`config.mk`:
```
export PLATFORM = sky130hd
export DESIGN_NAME = arss_sequencer
export DESIGN_NICKNAME = d
export VERILOG_FILES = /design/src/core/arss_sequencer.v
export VERILOG_INCLUDE_DIRS = /design/src /design/src/core
export SDC_FILE = /design/constraint.sdc
export NUM_CORES = 1
export LEC_CHECK = 0
export ABC_AREA = 1
export BUFFER_PORTS_ARGS = -buffer_cell sky130_fd_sc_hd__buf_2
export CAP_MARGIN = 20
export CELL_PAD_IN_SITES_DETAIL_PLACEMENT = 0
export CELL_PAD_IN_SITES_GLOBAL_PLACEMENT = 2
export CORE_MARGIN = 1
export CORE_UTILIZATION = 30
export DETAILED_ROUTE_END_ITERATION = 6
export PLACE_DENSITY = 0.79
export SLEW_MARGIN = 0
export SYNTH_ARGS = -nofsm -noshare
export SYNTH_HDL_FRONTEND = slang
export SYNTH_SLANG_ARGS = --single-unit
```
`constraint.sdc`:
```
create_clock -name clk_sys -period 2.7 [get_ports clk_sys]
set_clock_uncertainty 0.05 [all_clocks]
set_input_delay 0.135 -clock clk_sys [delete_from_list [all_inputs] [get_ports clk_sys]]
set_output_delay 0.135 -clock clk_sys [all_outputs]
set_load 0.05 [all_outputs]
```
`src/core/arss_defines.vh`:
```
// constants for the autoreclose shot sequencer
`ifndef ARSS_DEFINES_VH
`define ARSS_DEFINES_VH
// register word indices
`define ARSS_REG_CTRL 6'h00
`define ARSS_REG_STAT 6'h01
`define ARSS_REG_IRQ_STAT 6'h02
`define ARSS_REG_IRQ_MASK 6'h03
`define ARSS_REG_SHOT_BASE 6'h10
// per-shot registers: base + shot*4 + field
`define ARSS_SHOT_WAIT 2'h0
`define ARSS_SHOT_BLOCK 2'h1
`define ARSS_SHOT_RAISE_LO 2'h2
`define ARSS_SHOT_RAISE_HI 2'h3
// control register fields
`define ARSS_CTRL_ENABLE 0
`define ARSS_CTRL_MAXSHOT_LSB 1
`define ARSS_CTRL_RESET_LO 4
// reset values and setting limits
`define ARSS_MAXSHOT_RST 3'h4
`define ARSS_WAIT_RST 15'h0032
`define ARSS_WAIT_MAX 15'h7530
`define ARSS_PCT_MAX 7'h64
`define ARSS_GROUP_ACTIVE 3'h0
// timing: one wait step is 10 ms
`define ARSS_STEP_MS 10
`define ARSS_CLK_KHZ 20000
`define ARSS_RESET_TIME_S 60
// event bits
`define ARSS_EV_TRIP 0
`define ARSS_EV_CLOSE 1
`define ARSS_EV_LOCKOUT 2
`define ARSS_EV_SCHEME_RESET 3
`endif

```
`src/core/arss_sequencer.v`:
```
// autoreclose shot sequencer with register port
//
// Decided for this implementation: strobed register access and the placing of the registers.
`default_nettype none
`include "arss_defines.vh"
module arss_sequencer #(
    parameter RESET_CYCLES = `ARSS_RESET_TIME_S * `ARSS_CLK_KHZ * 1000,
    parameter STEP_CYCLES = `ARSS_STEP_MS * `ARSS_CLK_KHZ
) (
    input wire clk_sys,
    input wire rst_b,
    input wire [5:0] reg_addr,
    input wire [31:0] reg_wdata,
    input wire reg_wr,
    input wire reg_rd,
    output reg [31:0] reg_rdata,
    output reg irq,
    input wire inst_oc_op,
    input wire time_oc_op,
    input wire brk_open_pin,
    input wire [2:0] sup_limit,
    input wire lockout_demand,
    output reg brk_trip,
    output reg brk_close,
    output reg oc_reset,
    output reg [4:0] inst_block,
    output reg [34:0] time_raise,
    output reg [2:0] group_sel,
    output reg group_sel_valid,
    output reg lockout
);
    // ************************************************************
    // sequencer state codes
    // ************************************************************
    localparam ST_IDLE = 3'h0;
    localparam ST_WAIT_OPEN = 3'h1;
    localparam ST_DEAD = 3'h2;
    localparam ST_RECLOSED = 3'h3;
    localparam ST_LOCKOUT = 3'h4;

    // ************************************************************
    // settings storage
    // ************************************************************
    reg [14:0] wait_q [0:3];
    reg [4:0] blk_q [0:3];
    reg [34:0] raise_q [0:3];
    reg [2:0] grp_q [0:3];
    reg enable_q;
    reg [2:0] maxshot_q;
    reg [3:0] irq_stat_q;
    reg [3:0] irq_mask_q;
    reg [2:0] state_q;
    reg [2:0] shot_q;
    reg [2:0] limit_q;
    reg [14:0] wait_cnt_q;
    reg [31:0] tick_cnt_q;
    reg [31:0] rst_cnt_q;
    reg [2:0] open_sync_q;
    reg open_q;
    reg [3:0] ev_d;

    // ************************************************************
    // decoded strobes, shot index and limits
    // ************************************************************
    wire shot_wr = reg_wr && (reg_addr[5:4] == 2'h1);
    wire [1:0] wr_shot = reg_addr[3:2];
    wire [1:0] sel = shot_q[1:0] - 2'h1;
    wire tick = (tick_cnt_q == STEP_CYCLES - 1);
    wire trip_ev = inst_oc_op || time_oc_op;
    wire [2:0] eff_max = (sup_limit < maxshot_q) ? sup_limit : maxshot_q;
    wire ctrl_reset = reg_wr && (reg_addr == `ARSS_REG_CTRL) && reg_wdata[`ARSS_CTRL_RESET_LO];
    wire in_shot = (shot_q != 3'h0) && (shot_q <= limit_q) && (state_q != ST_IDLE);

    // ************************************************************
    // per-shot setting writes
    // ************************************************************
    genvar g;
    generate
        for (g = 0; g < 4; g = g + 1) begin : g_shot
            always @(posedge clk_sys) begin
                if (!rst_b) begin
                    wait_q[g] <= `ARSS_WAIT_RST;
                    blk_q[g] <= 5'h00;
                    raise_q[g] <= 35'h0;
                    grp_q[g] <= `ARSS_GROUP_ACTIVE;
                end else if (shot_wr && wr_shot == g) begin
                    case (reg_addr[1:0])
                        `ARSS_SHOT_WAIT: begin
                            if (reg_wdata[14:0] <= `ARSS_WAIT_MAX) begin
                                wait_q[g] <= reg_wdata[14:0];
                            end
                        end
                        `ARSS_SHOT_BLOCK: begin
                            blk_q[g] <= reg_wdata[4:0];
                            if (reg_wdata[10:8] <= 3'h4) begin
                                grp_q[g] <= reg_wdata[10:8];
                            end
                        end
                        `ARSS_SHOT_RAISE_LO: begin
                            if (reg_wdata[6:0] <= `ARSS_PCT_MAX) raise_q[g][6:0] <= reg_wdata[6:0];
                            if (reg_wdata[14:8] <= `ARSS_PCT_MAX) raise_q[g][13:7] <= reg_wdata[14:8];
                            if (reg_wdata[22:16] <= `ARSS_PCT_MAX) raise_q[g][20:14] <= reg_wdata[22:16];
                            if (reg_wdata[30:24] <= `ARSS_PCT_MAX) raise_q[g][27:21] <= reg_wdata[30:24];
                        end
                        default: begin
                            if (reg_wdata[6:0] <= `ARSS_PCT_MAX) raise_q[g][34:28] <= reg_wdata[6:0];
                        end
                    endcase
                end
            end
        end
    endgenerate

    // ************************************************************
    // breaker status input synchroniser
    // ************************************************************
    always @(posedge clk_sys) begin
        if (!rst_b) begin
            open_sync_q <= 3'h0;
            open_q <= 1'b0;
        end else begin
            open_sync_q <= {open_sync_q[1:0], brk_open_pin};
            if (open_sync_q[2] == open_sync_q[1]) begin
                open_q <= open_sync_q[2];
            end
        end
    end

    // ************************************************************
    // shot sequencer
    // ************************************************************
    always @(posedge clk_sys) begin
        if (!rst_b) begin
            state_q <= ST_IDLE;
            shot_q <= 3'h0;
            limit_q <= `ARSS_MAXSHOT_RST;
            wait_cnt_q <= 15'h0;
            rst_cnt_q <= 32'h0;
            brk_trip <= 1'b0;
            brk_close <= 1'b0;
            lockout <= 1'b0;
            ev_d <= 4'h0;
        end else begin
            ev_d <= 4'h0;
            brk_close <= 1'b0;
            case (state_q)
                ST_IDLE, ST_RECLOSED: begin
                    if (lockout_demand && state_q == ST_RECLOSED) begin
                        state_q <= ST_LOCKOUT;
                        lockout <= 1'b1;
                        ev_d[`ARSS_EV_LOCKOUT] <= 1'b1;
                    end else if (enable_q && trip_ev) begin
                        brk_trip <= 1'b1;
                        ev_d[`ARSS_EV_TRIP] <= 1'b1;
                        limit_q <= (state_q == ST_IDLE || eff_max < limit_q) ? eff_max : limit_q;
                        if (lockout_demand || shot_q >= eff_max || shot_q >= limit_q) begin
                            state_q <= ST_LOCKOUT;
                            lockout <= 1'b1;
                            ev_d[`ARSS_EV_LOCKOUT] <= 1'b1;
                        end else begin
                            state_q <= ST_WAIT_OPEN;
                        end
                    end else if (state_q == ST_RECLOSED) begin
                        if (rst_cnt_q >= RESET_CYCLES - 1) begin
                            state_q <= ST_IDLE;
                            shot_q <= 3'h0;
                            ev_d[`ARSS_EV_SCHEME_RESET] <= 1'b1;
                        end else begin
                            rst_cnt_q <= rst_cnt_q + 32'h1;
                        end
                    end
                end
                ST_WAIT_OPEN: begin
                    if (lockout_demand) begin
                        state_q <= ST_LOCKOUT;
                        lockout <= 1'b1;
                        ev_d[`ARSS_EV_LOCKOUT] <= 1'b1;
                    end else if (open_q) begin
                        brk_trip <= 1'b0;
                        wait_cnt_q <= 15'h0;
                        state_q <= ST_DEAD;
                    end
                end
                ST_DEAD: begin
                    if (lockout_demand) begin
                        state_q <= ST_LOCKOUT;
                        lockout <= 1'b1;
                        ev_d[`ARSS_EV_LOCKOUT] <= 1'b1;
                    end else if (wait_cnt_q >= wait_q[shot_q[1:0]]) begin
                        brk_close <= 1'b1;
                        shot_q <= shot_q + 3'h1;
                        rst_cnt_q <= 32'h0;
                        ev_d[`ARSS_EV_CLOSE] <= 1'b1;
                        state_q <= ST_RECLOSED;
                    end else if (tick) begin
                        wait_cnt_q <= wait_cnt_q + 15'h1;
                    end
                end
                ST_LOCKOUT: begin
                    brk_trip <= 1'b0;
                    if (ctrl_reset) begin
                        lockout <= 1'b0;
                        shot_q <= 3'h0;
                        state_q <= ST_IDLE;
                        ev_d[`ARSS_EV_SCHEME_RESET] <= 1'b1;
                    end
                end
                default: begin
                    state_q <= ST_IDLE;
                end
            endcase
        end
    end

    // ************************************************************
    // wait step divider, restarted as the dead time begins
    // ************************************************************
    always @(posedge clk_sys) begin
        if (!rst_b) begin
            tick_cnt_q <= 32'h0;
        end else if (tick || (state_q == ST_WAIT_OPEN && open_q && !lockout_demand)) begin
            tick_cnt_q <= 32'h0;
        end else begin
            tick_cnt_q <= tick_cnt_q + 32'h1;
        end
    end

    // ************************************************************
    // per-shot protection modifications
    // ************************************************************
    always @(posedge clk_sys) begin
        if (!rst_b) begin
            inst_block <= 5'h00;
            time_raise <= 35'h0;
            group_sel <= `ARSS_GROUP_ACTIVE;
            group_sel_valid <= 1'b0;
            oc_reset <= 1'b0;
        end else begin
            oc_reset <= open_q;
            if (in_shot) begin
                inst_block <= blk_q[sel];
                time_raise <= raise_q[sel];
                group_sel <= grp_q[sel];
                group_sel_valid <= (grp_q[sel] != `ARSS_GROUP_ACTIVE);
            end else begin
                inst_block <= 5'h00;
                time_raise <= 35'h0;
                group_sel <= `ARSS_GROUP_ACTIVE;
                group_sel_valid <= 1'b0;
            end
        end
    end

    // ************************************************************
    // control and mask registers
    // ************************************************************
    always @(posedge clk_sys) begin
        if (!rst_b) begin
            enable_q <= 1'b0;
            maxshot_q <= `ARSS_MAXSHOT_RST;
            irq_mask_q <= 4'h0;
        end else begin
            if (reg_wr && reg_addr == `ARSS_REG_CTRL) begin
                enable_q <= reg_wdata[`ARSS_CTRL_ENABLE];
                // a shot count of zero or above four is refused
                if (reg_wdata[3:1] >= 3'h1 && reg_wdata[3:1] <= 3'h4) begin
                    maxshot_q <= reg_wdata[3:1];
                end
            end
            if (reg_wr && reg_addr == `ARSS_REG_IRQ_MASK) begin
                irq_mask_q <= reg_wdata[3:0];
            end
        end
    end

    // ************************************************************
    // interrupt status, a set wins over a clear in one cycle
    // ************************************************************
    always @(posedge clk_sys) begin
        if (!rst_b) begin
            irq_stat_q <= 4'h0;
            irq <= 1'b0;
        end else begin
            if (reg_wr && reg_addr == `ARSS_REG_IRQ_STAT) begin
                irq_stat_q <= (irq_stat_q & ~reg_wdata[3:0]) | ev_d;
            end else begin
                irq_stat_q <= irq_stat_q | ev_d;
            end
            irq <= |(irq_stat_q & irq_mask_q);
        end
    end

    // ************************************************************
    // read data, zero outside the cycle after a read strobe
    // ************************************************************
    always @(posedge clk_sys) begin
        if (!rst_b) begin
            reg_rdata <= 32'h0;
        end else begin
            reg_rdata <= 32'h0;
            if (reg_rd) begin
                case (reg_addr)
                    `ARSS_REG_CTRL: reg_rdata <= {28'h0, maxshot_q, enable_q};
                    `ARSS_REG_STAT: reg_rdata <= {20'h0, limit_q, lockout, 1'b0, shot_q, 1'b0, state_q};
                    `ARSS_REG_IRQ_STAT: reg_rdata <= {28'h0, irq_stat_q};
                    `ARSS_REG_IRQ_MASK: reg_rdata <= {28'h0, irq_mask_q};
                    default: begin
                        if (reg_addr[5:4] == 2'h1) begin
                            case (reg_addr[1:0])
                                `ARSS_SHOT_WAIT: reg_rdata <= {17'h0, wait_q[reg_addr[3:2]]};
                                `ARSS_SHOT_BLOCK: reg_rdata <= {21'h0, grp_q[reg_addr[3:2]], 3'h0,
                                    blk_q[reg_addr[3:2]]};
                                `ARSS_SHOT_RAISE_LO: reg_rdata <= {1'b0, raise_q[reg_addr[3:2]][27:21],
                                    1'b0, raise_q[reg_addr[3:2]][20:14], 1'b0, raise_q[reg_addr[3:2]][13:7],
                                    1'b0, raise_q[reg_addr[3:2]][6:0]};
                                default: reg_rdata <= {25'h0, raise_q[reg_addr[3:2]][34:28]};
                            endcase
                        end
                    end
                endcase
            end
        end
    end
endmodule // arss_sequencer
`default_nettype wire

```
==> run_results.csv, run 1 <==
group,metric,value,unit
sta,timing.final.hold_violations,0,
synthesis,number_of_instances_in_the_synthesized_netlist,2474,
run_status,status,"finished, violations left",
floorplanning,floorplan_die_area,0.0697,sq mm
synthesis,synth_warnings,0,
layout,layout_commonest_cell,"nor2_1",
routing,wirelength_per_cell,19.2,um
floorplanning,floorplan.rows,95,
critical_path,crit_path_max_fanout,8,
clock_tree,h-tree-depth,2,
placed_design,post-place-cells,3461,
floorplanning,core_area,0.0675,sq mm
sta,slew_violations,0,
run_status,failed_checks,"negative setup slack",
synthesis,synth_seq_area_share,0.520,
clock_tree,cts.sink_count,419,
placed_design,gp_congestion,0.872,
routing,wirelength,69000,um
sta,whs,0.0130,ns
layout,multi_input_comb_area,0.00911,sq mm
routing,drtIter0Drc,1534,
critical_path,worstPathArrival,3.12,ns
routing,route.top_layer_used,"met5",
sta,max_clock_freq,367,MHz
clock_tree,cts_tree,"done",
routing,wl_met1,31200,um
critical_path,timing.reg2reg.worst_path_depth,18,
critical_path,worst-endpoint-required,3.10,ns
clock_tree,root_buffer_cell,"clkbuf_16",
layout,finish.net_count,2755,
layout,antenna_cells,0,
synthesis,synth_enable_flop_cells,232,
global_routing,grtUsageTotal,0.191,
synthesis,yosys.area.top_type,"edfxtp_1",
job,max_cap_viol,0,
sta,grt_setup_unrepaired,"yes",
clock_tree,clockBufferDepth,3,
synthesis,ranking_of_synthesized_cells_by_area,"edfxtp_1, dfxtp_1, nor2_1",
synthesis,syn_avg_cell_area,8.32,sq um
floorplanning,initial_utilization,0.305,
clock_tree,clk_pin_slew,0.06,ns
routing,wl_met3,4520,um
floorplanning,number_of_top_level_pins,130,
floorplanning,chipWidth,264,um
synthesis,number_of_different_library_cells_in_the_post_synthesis_netlist,61,
layout,final_cell_count_no_fill,3591,
placed_design,place.detailed.hpwl,46900,um
synthesis,synthArstFlopShare,0,
routing,drc,0,
layout,final_core_util,0.378,
global_routing,initial_antenna_violation_count,1,
sta,tightest_slew,1.15,ns
sta,worst_max_slew_margin_expressed_relative_to_the_limit,0.234,
layout,area.growth.synth_to_final,23.8,%
placed_design,quantity_of_i_o_buffers_inserted_on_ports,123,
hold_path,hold_path.class,"in2reg",
global_routing,grt_first_pass_wirelength,104000,um
floorplanning,die_h,264,um
clock_tree,worstSkewPairLatency,0.62,ns
sta,setup_viol_count_final,11,
layout,register_area,0.0107,sq mm
sta,final_critical_path_setup_slack,-0.0229,ns
hold_path,timing.hold.worst_path_depth,4,
sta,layout_min_cycle_time,2.72,ns
pwr,peakVddDrop,0.499,mV
synthesis,synthesis.area,0.0206,sq mm
pwr,leak,0.0102,uW
global_routing,grt_pass1_vias,17834,
global_routing,grt_remaining_overflow,0,
routing,drtPass1Iterations,6,
synthesis,synth.top_cell.area_share,0.338,
layout,fraction_of_final_layout_cells_with_drive_strength_greater_than_1,0.174,
routing,via_count,18467,
synthesis,ys.flop_type,"edfxtp_1",
routing,detail-route-antenna-nets,0,
routing,routed-wl-met2,31600,um
critical_path,cp-end-kind,"flop",
critical_path,category_of_the_critical_setup_timing_path,"reg2reg",
pwr,power_density,580,mW/mm^2
layout,fill_cells,6873,
layout,layout.cells.most_common_list,"nor2_1, nand2_1, edfxtp_1",
global_routing,grt_max_degree,92,
sta,fin_crit_sh,1.01,
routing,drt-vias-per-instance,5.14,
synthesis,synth_seq_cells,419,
critical_path,startpoint_type,"flop",
clock_tree,tritoncts.num_buffers,49,
==> per-stage QoR <==
step	TNS, ns	power [uW]	instance area (sq um)	setup WS [ns]
final	-0.112	14800	25500	-0.0229
after global routing	-5.00	15300	25500	-0.150
after CTS	0	14900	24800	0.0310
after detailed placement	-2.45	8100	22800	-0.112
after global placement	-1.84	8090	22800	-0.0753
after floorplan	0	7660	20600	0.0327
==> cells in the mapped netlist (all sizes together), types with 3 or more instances <==
master  number
nor2       545
nand2      412
edfxtp     232
inv        192
a21oi      189
dfxtp      187
o21ai      153
clkbuf      87
nand3       76
nand4       69
a22oi       58
buf         36
nor3        36
xor2        32
ha          29
o22ai       21
xnor2       17
a32o        15
a221oi      14
clkinv      11
nor3b       11
o21a         8
nor4         7
a41oi        5
o31ai        5
nand3b       3
==> final timing paths <==
path                                      from              to  slack, ns
worst max-delay path                      flop   rst_cnt_q[12]      -0.02
worst min-delay path              reg_wdata[2]   irq_mask_q[2]       0.01
worst max register to register            flop   rst_cnt_q[12]      -0.02
worst min register to register  open_sync_q[0]  open_sync_q[1]       0.38
==> kinds of logic (layout without fill, tap and decap cells) <==
group | Yosys count | count (layout) | share of synthesized area
and+or+nand+nor | 1162 | 1162 | 0.236
xor gates and xnor gates | 49 | 49 | 0.0208
adders and majority gates | 29 | 29 | 0.0176
buffers and inverters | 326 | 568 | 0.0634
DFF | 419 | 419 | 0.520
other | 1 | 3 | 0.000182
AOI/OAI and AO/OA | 488 | 488 | 0.142
==> state kept, by name (all words and copies together), names as in the netlist, 4 cells and up, named ones only <==
name and count:
ev_d 4, raise_q 140, tick_cnt_q 32, irq_mask_q 4, time_raise 35, reg_rdata 29
blk_q 20, irq_stat_q 4, wait_cnt_q 15, rst_cnt_q 32, wait_q 60, grp_q 12
inst_block 5
==> layer usage <==
layer | track usage | up-vias
met2 | 0.306 | 633
met3 | 0.0342 | 108
met5 | 0 | -
met4 | 0.0515 | 2
li1 | - | 8812
met1 | 0.264 | 8912
==> power breakdown <==
| group | total [uW] | internal (uW) | switching, uW |
|---|---|---|---|
| logic | 1010 | 327 | 679 |
| registers | 7050 | 6920 | 121 |
| clock network | 6740 | 3920 | 2820 |
| total | 14800 | 11200 | 3620 |
==> worst max-delay path: stages, from the launching register on <==
cell and delay (ns):
dfxtp_4 0.41, inv_6 0.10, clkbuf_16 0.15, nand2_1 0.05, a32o_1 0.24, ha_4 0.23, nand2_2 0.05, inv_1 0.06
nand2_1 0.09, nand2_2 0.07, a21oi_4 0.15, nand4_1 0.22, nand2_2 0.17, inv_4 0.06, nand2_8 0.09, clkinv_8 0.08
clkbuf_16 0.19, nand2_4 0.06, a21oi_2 0.04
==> layout make-up <==
cell class / count / share of cell area
multi-input combinational: 1731 / 0.357
tap: 873 / 0.0429
clock inverter: 26 / 0.00967
inverter: 203 / 0.0307
clock buffer: 66 / 0.0546
sequential: 419 / 0.420
timing repair buffer: 273 / 0.0844
==> repair_timing <==
| item | in CTS | in global routing |
|---|---|---|
| setup endpoints to repair | 37 | 57 |
| buffers inserted | 0 | 1 |
| cloned | 0 | 8 |
| pin swaps | 2 | 12 |
| gates resized for setup | 4 | 125 |
| hold buffers | 29 | 0 |
| endpoints found under the hold margin | 99 | 0 |
No activity file was read; power rests on OpenSTA's default activity.
==> run 2: changes to the inputs <==
--- a/config.mk
+++ b/config.mk
@@ -6,7 +6,6 @@
 export SDC_FILE = /design/constraint.sdc
 export NUM_CORES = 1
 export LEC_CHECK = 0
-export ABC_AREA = 1
 export BUFFER_PORTS_ARGS = -buffer_cell sky130_fd_sc_hd__buf_2
 export CAP_MARGIN = 20
 export CELL_PAD_IN_SITES_DETAIL_PLACEMENT = 0
@@ -14,7 +13,7 @@
 export CORE_MARGIN = 1
 export CORE_UTILIZATION = 30
 export DETAILED_ROUTE_END_ITERATION = 6
-export PLACE_DENSITY = 0.79
+export PLACE_DENSITY = 0.73
 export SLEW_MARGIN = 0
 export SYNTH_ARGS = -nofsm -noshare
 export SYNTH_HDL_FRONTEND = slang
==> run 2 against run 1 <==
  * The flow finishes with violations (design-rule violations, negative setup slack)
  * Global-route usage fell by 2.2 points
  * Setup slack worse by 0.27 ns
  * Worst hold slack improved by 0.012 ns
  * First-iteration DRC count down 45%
  * Sequential share of layout area increased by 1.4 points
  * Combinational power is 5% lower
  * Design area is 3.3% lower
  * Synthesized area down 2.7%
  * Total power up 0.52%
  * Critical path type unchanged
  * Critical endpoint is now wait_cnt_q[9]
==> run_results.csv, run 2 <==
group,metric,value,unit
run_status,status,"finished, violations left",
run_status,failed_checks,"design-rule violations, negative setup slack",
sta,max_clock_freq,335,MHz
synthesis,syn_avg_cell_area,12.1,sq um
routing,wirelength_per_cell,20.6,um
synthesis,synthesis.area,0.0200,sq mm
synthesis,synth_top_cells_by_count,"edfxtp_1, and2_1, dfxtp_1, nor2_1, mux4_2",
pwr,power_density,603,mW/mm^2
routing,drt-vias-per-instance,5.01,
pwr,peakVddDrop,0.431,mV
clock_tree,h-tree-depth,2,
clock_tree,tritoncts.num_buffers,49,
synthesis,yosys.area.top_type,"edfxtp_1",
layout,largest_register_ff_count,140,
sta,fin_crit_sh,1.11,
synthesis,synthArstFlopShare,0,
critical_path,critical_path.max_stage_delay,0.50,ns
floorplanning,die_h,260,um
floorplanning,number_of_top_level_pins,130,
global_routing,grtUsageTotal,0.169,
critical_path,regToRegSetupSlack,-0.29,ns
floorplanning,floorplan.rows,94,
layout,multi_input_comb_area,0.00897,sq mm
sta,timing.final.hold_violations,0,
hold_path,hold_path.class,"in2reg",
global_routing,grt_remaining_overflow,0,
sta,tightest_slew,0.994,ns
job,max_cap_viol,0,
synthesis,synth_enable_flop_cells,232,
critical_path,timing.critical_path.cells,"buf_12 -> mux4_2 -> inv_2 -> ha_4 -> a211oi_2 -> o21ai_2 -> a221oi_2 -> o2111ai_2 -> buf_6 -> buf_4 -> a211oi_2 -> xnor2_1 -> nor2_1",
sta,setup_viol_count_final,55,
synthesis,ranking_of_synthesized_cells_by_area,"edfxtp_1, dfxtp_1, mux4_2",
synthesis,yosysMostFrequentCell,"edfxtp_1",
routing,drtPass1Iterations,7,
synthesis,number_of_different_library_cells_in_the_post_synthesis_netlist,68,
pwr,combPwrFrac,0.065,
pwr,power.share.sequential,0.473,
sta,layout_min_cycle_time,2.99,ns
synthesis,synth_seq_area_share,0.534,
global_routing,grt_first_pass_wirelength,87000,um
synthesis,number_of_instances_in_the_synthesized_netlist,1650,
synthesis,synth.top_cell.area_share,0.348,
layout,layout_commonest_cell,"edfxtp_1",
layout,register_area,0.0107,sq mm
pwr,total_power,14900,uW
floorplanning,core_area,0.0660,sq mm
critical_path,cp-end-kind,"flop",
placed_design,quantity_of_i_o_buffers_inserted_on_ports,123,
placed_design,gp_congestion,0.817,
global_routing,grt_max_degree,46,
critical_path,crit_path_max_fanout,5,
layout,layout_top_registers,"raise_q x140, wait_q x60, time_raise x35",
sta,slew_violations,0,
pwr,internal_power,11500,uW
placed_design,place.detailed.hpwl,39600,um
critical_path,worst-endpoint-required,3.10,ns
critical_path,startpoint_type,"flop",
clock_tree,clk_pin_slew,0.06,ns
layout,layout.cells.most_common_list,"edfxtp_1, and2_1, dfxtp_1",
synthesis,synth_warnings,0,
pwr,net-switching-power,3400,uW
sta,grt_setup_unrepaired,"yes",
layout,fill_cells,6376,
floorplanning,floorplan_die_area,0.0678,sq mm
synthesis,synth_seq_cells,419,
clock_tree,worstSkewPairLatency,0.60,ns
floorplanning,chipWidth,260,um
routing,via_count,13951,
layout,finish.net_count,1957,
clock_tree,clockBufferDepth,3,
routing,detail-route-antenna-nets,0,
floorplanning,initial_utilization,0.304,
sta,timing.setup.tns,-8.54,ns
critical_path,category_of_the_critical_setup_timing_path,"reg2reg",
global_routing,grt_pass1_vias,14317,
routing,drtIter0Drc,844,
clock_tree,cts_tree,"done",
layout,regMostFlops,"raise_q",
pwr,power.share.clock,0.463,
sta,final_critical_path_setup_slack,-0.288,ns
routing,drc,12,
critical_path,timing.critical_path.mode_cell,"a211oi_2",
routing,wirelength,57300,um
critical_path,critical-path-slowest-cell,"mux4_2",
sta,worst_max_slew_margin_expressed_relative_to_the_limit,0.335,
layout,area.growth.synth_to_final,23.0,%
layout,fraction_of_final_layout_cells_with_drive_strength_greater_than_1,0.260,
pwr,leak,0.00895,uW
clock_tree,root_buffer_cell,"clkbuf_16",
synthesis,ys.flop_type,"edfxtp_1",
pwr,sw_frac_of_total,0.229,
clock_tree,cts.sink_count,419,
critical_path,worstPathArrival,3.39,ns
global_routing,initial_antenna_violation_count,2,
run 2: kinds of logic after synthesis:
| kind of cell | after synthesis | synth area share |
|---|---|---|
| AO/OA/AOI/OAI | 155 | 0.0514 |
| XOR/XNOR | 71 | 0.0310 |
| adder cells (fa/ha/maj) | 30 | 0.0186 |
| buffers and inverters | 135 | 0.0263 |
| flip-flops | 419 | 0.534 |
| multiplexers | 145 | 0.150 |
| other | 1 | 0.000187 |
| AND/OR/NAND/NOR | 694 | 0.188 |
run 2: metrics by stage:
stage | instance area [sq um] | std cells | util | setup WS (ns) | hold slack (ns)
final | 24600 | 2785 | 0.374 | -0.288 | 0.0250
after global routing | 24600 | 2783 | 0.373 | -0.453 | 0.0411
after CTS | 24600 | 2783 | 0.373 | -0.318 | 0.00164
after detailed placement | 22500 | 2655 | 0.340 | -0.392 | 0.299
after global placement | 22500 | 2655 | 0.340 | -0.390 | 0.301
after floorplan | 20200 | 1652 | - | -0.218 | 0.212
run 2: worst paths after layout:
path	start	to	cells past startpoint
worst max register to register	flop	wait_cnt_q[9]	13
worst min register to register	open_sync_q[0]	open_sync_q[1]	1
worst min-delay path	sup_limit[2]	limit_q[2]	4
worst max-delay path	flop	wait_cnt_q[9]	13
run 2: what timing repair did:
item,CTS,global route
pin swaps,4,5
gates resized for setup,13,10
gates cloned,2,0
setup endpoints to repair,55,67
buffers inserted,3,0
endpoints found under the hold margin,145,0
hold buffers,32,0
run 2: cell type report:
class	instances	area share
Sequential cell	419	0.435
Multi-Input combinational cell	1098	0.364
Timing Repair Buffer	277	0.0835
Clock buffer	69	0.0582
Tap cell	864	0.0439
Clock inverter	22	0.0101
Inverter	34	0.00518
Antenna cell	2	0.000203
run 2: worst max-delay path: cells and delay by family (launching register included):
family          cells  cell delay, ns
buf+inv             4            0.53
simple gates        1            0.05
xor+xnor            1            0.14
mux                 1            0.50
flops               1            0.39
fa+ha+maj           1            0.20
compound gates      5            0.98
run 2: layer usage:
| metal | part of all wire | GRT usage | vias up | wire length (um) |
|---|---|---|---|---|
| li1 | - | - | 6499 | - |
| met1 | 0.43 | 0.216 | 7046 | 24900 |
| met2 | 0.50 | 0.293 | 333 | 28700 |
| met3 | 0.045 | 0.0284 | 73 | 2590 |
| met4 | 0.020 | 0.0466 | 0 | 1150 |
| met5 | 0 | 0 | - | 0 |
run 2: power by group through the flow:
stage | logic, uW | clock network (uW) | registers (uW)
2_1_floorplan | 541 | 0 | 7130
3_3_place_gp | 925 | 0 | 7140
3_5_place_dp | 929 | 0 | 7160
4_1_cts | 972 | 7050 | 7020
5_1_grt | 1020 | 7270 | 7050
6_report | 962 | 6880 | 7030
==> run 3: changes to the inputs <==
--- a/config.mk
+++ b/config.mk
@@ -11,9 +11,9 @@
 export CELL_PAD_IN_SITES_DETAIL_PLACEMENT = 0
 export CELL_PAD_IN_SITES_GLOBAL_PLACEMENT = 2
 export CORE_MARGIN = 1
-export CORE_UTILIZATION = 30
+export CORE_UTILIZATION = 38
 export DETAILED_ROUTE_END_ITERATION = 6
-export PLACE_DENSITY = 0.73
+export PLACE_DENSITY = 0.83
 export SLEW_MARGIN = 0
 export SYNTH_ARGS = -nofsm -noshare
 export SYNTH_HDL_FRONTEND = slang
==> run 3 against run 2 <==
  * Via count down 0.47%
  * Sequential cell count stayed put
  * Highest routed layer is now met5
  * Setup slack got worse by 0.034 ns
  * The run ends with negative setup slack left
  * Non-clock buffer count decreased by 3
  * Sequential power about the same
  * Utilization grew 9.7 points
  * Critical path type unchanged
  * Largest power group unchanged
==> run_results.csv, run 3 (synthesis gave the netlist of run 2 again) <==
group,metric,value,unit
hold_path,timing.hold.worst_path_depth,4,
sta,tightest_slew,1.04,ns
critical_path,worstPathArrival,3.42,ns
routing,via_count,13885,
sta,whs,0.0410,ns
routing,drtIter0Drc,1019,
sta,slew_violations,0,
global_routing,grt_max_degree,46,
clock_tree,worstSkewPairLatency,0.59,ns
floorplanning,initial_utilization,0.388,
pwr,peakVddDrop,0.418,mV
clock_tree,h-tree-depth,2,
layout,register_area,0.0107,sq mm
critical_path,timing.reg2reg.worst_path_depth,12,
sta,worst_max_slew_margin_expressed_relative_to_the_limit,0.306,
clock_tree,clk_pin_slew,0.06,ns
sta,setup_viol_count_final,56,
global_routing,initial_antenna_violation_count,1,
layout,regMostFlops,"raise_q",
global_routing,grt_remaining_overflow,0,
layout,largest_register_ff_count,140,
routing,detail-route-antenna-nets,0,
critical_path,crit_path_max_fanout,5,
layout,final_cell_count_no_fill,2594,
floorplanning,die_h,232,um
routing,drc,0,
floorplanning,floorplan_die_area,0.0537,sq mm
placed_design,quantity_of_i_o_buffers_inserted_on_ports,123,
floorplanning,chipWidth,232,um
layout,multi_input_comb_area,0.00907,sq mm
routing,wirelength_per_cell,21.0,um
layout,layout_top_registers,"raise_q x140, wait_q x60, time_raise x35",
placed_design,place.detailed.hpwl,37200,um
run_status,failed_checks,"negative setup slack",
routing,drt-vias-per-instance,5.35,
global_routing,grtUsageTotal,0.205,
clock_tree,cts.sink_count,419,
sta,grt_setup_unrepaired,"yes",
clock_tree,cts_tree,"done",
clock_tree,root_buffer_cell,"clkbuf_16",
layout,fraction_of_final_layout_cells_with_drive_strength_greater_than_1,0.261,
floorplanning,floorplan.rows,83,
floorplanning,core_area,0.0517,sq mm
critical_path,cp-end-kind,"flop",
layout,fill_cells,4701,
global_routing,grt_pass1_vias,14242,
sta,fin_crit_sh,1.12,
critical_path,regToRegSetupSlack,-0.32,ns
floorplanning,number_of_top_level_pins,130,
sta,layout_min_cycle_time,3.02,ns
critical_path,worst-endpoint-required,3.09,ns
layout,antenna_cells,0,
layout,finish.net_count,1953,
layout,layout.cells.most_common_list,"edfxtp_1, and2_1, dfxtp_1",
layout,layout_commonest_cell,"edfxtp_1",
sta,final_critical_path_setup_slack,-0.322,ns
placed_design,gp_congestion,0.846,
run_status,status,"finished, violations left",
layout,area.growth.synth_to_final,21.5,%
sta,max_clock_freq,331,MHz
clock_tree,tritoncts.num_buffers,48,
placed_design,post-place-cells,2465,
critical_path,category_of_the_critical_setup_timing_path,"reg2reg",
clock_tree,clockBufferDepth,3,
routing,drtPass1Iterations,5,
sta,timing.setup.tns,-11.77,ns
pwr,power_density,599,mW/mm^2
global_routing,grt_first_pass_wirelength,84000,um
job,max_cap_viol,0,
sta,timing.final.hold_violations,0,
routing,wirelength,54500,um
critical_path,startpoint_type,"flop",
hold_path,hold_path.class,"in2reg",
layout,final_core_util,0.471,
pwr,leak,0.00889,uW
==> run 3: cell count changes in the layout (fill, tap and decap cells not counted), moves of 3 or more <==
cell | before | now
buf_12 | 14 | 7
buf_6 | 1 | 4
clkbuf_1 | 10 | 13
clkbuf_16 | 52 | 49
clkbuf_8 | 7 | 0
clkinv_1 | 3 | 6
==> run 3: metal layers <==
layer  up-vias  routed length (um)  track usage
li1       6489                   -            -
met2       352               27400        0.355
met1      6976               23400        0.266
met3        66                2780       0.0321
met5         -                  13            0
met4         2                 893       0.0514
==> run 3: area by class of cell <==
class	count	share of cell area
clock buffer	62	0.0524
clock inverter	27	0.0129
inverter	34	0.00524
multi-input combinational	1098	0.373
sequential	419	0.440
tap	680	0.0350
timing repair buffer	274	0.0815
==> run 3: timing repair <==
item / CTS / global route
gates cloned: 3 / 0
hold buffers: 31 / 0
resized for setup: 34 / 17
endpoints found under the hold margin: 136 / 0
setup endpoints to repair: 56 / 60
pin swaps: 14 / 11
buffers inserted: 6 / 1
==> run 3: final timing paths <==
check	startpoint	to
setup reg to reg	flop	wait_cnt_q[13]
hold reg to reg	open_sync_q[0]	open_sync_q[1]
hold / removal	lockout_demand	state_q[1]
setup / recovery	flop	wait_cnt_q[13]
==> run 3: through the flow <==
step / instance area (sq um) / setup WS (ns) / total power (uW)
floorplan: 20200 / -0.218 / 7680
global placement: 22100 / -0.395 / 8040
detailed placement: 22100 / -0.426 / 8060
CTS: 24300 / -0.358 / 14700
global route: 24300 / -0.438 / 15000
finish: 24300 / -0.322 / 14600
==> run 3: critical path, stage by stage, from the launching register on <==
cell       delay, ns
dfxtp_4         0.38
buf_12          0.13
mux4_2          0.51
inv_2           0.08
ha_4            0.20
a211oi_4        0.21
o21ai_2         0.10
a221oi_4        0.32
o2111ai_2       0.18
buf_6           0.19
a2111oi_4       0.31
xnor2_1         0.18
nor2_2          0.04
==> run 3: power breakdown <==
group / leakage, uW / internal (uW) / switching (uW)
clock network: 0.000776 / 3930 / 2660
registers: 0.00372 / 6920 / 106
logic: 0.00439 / 430 / 522
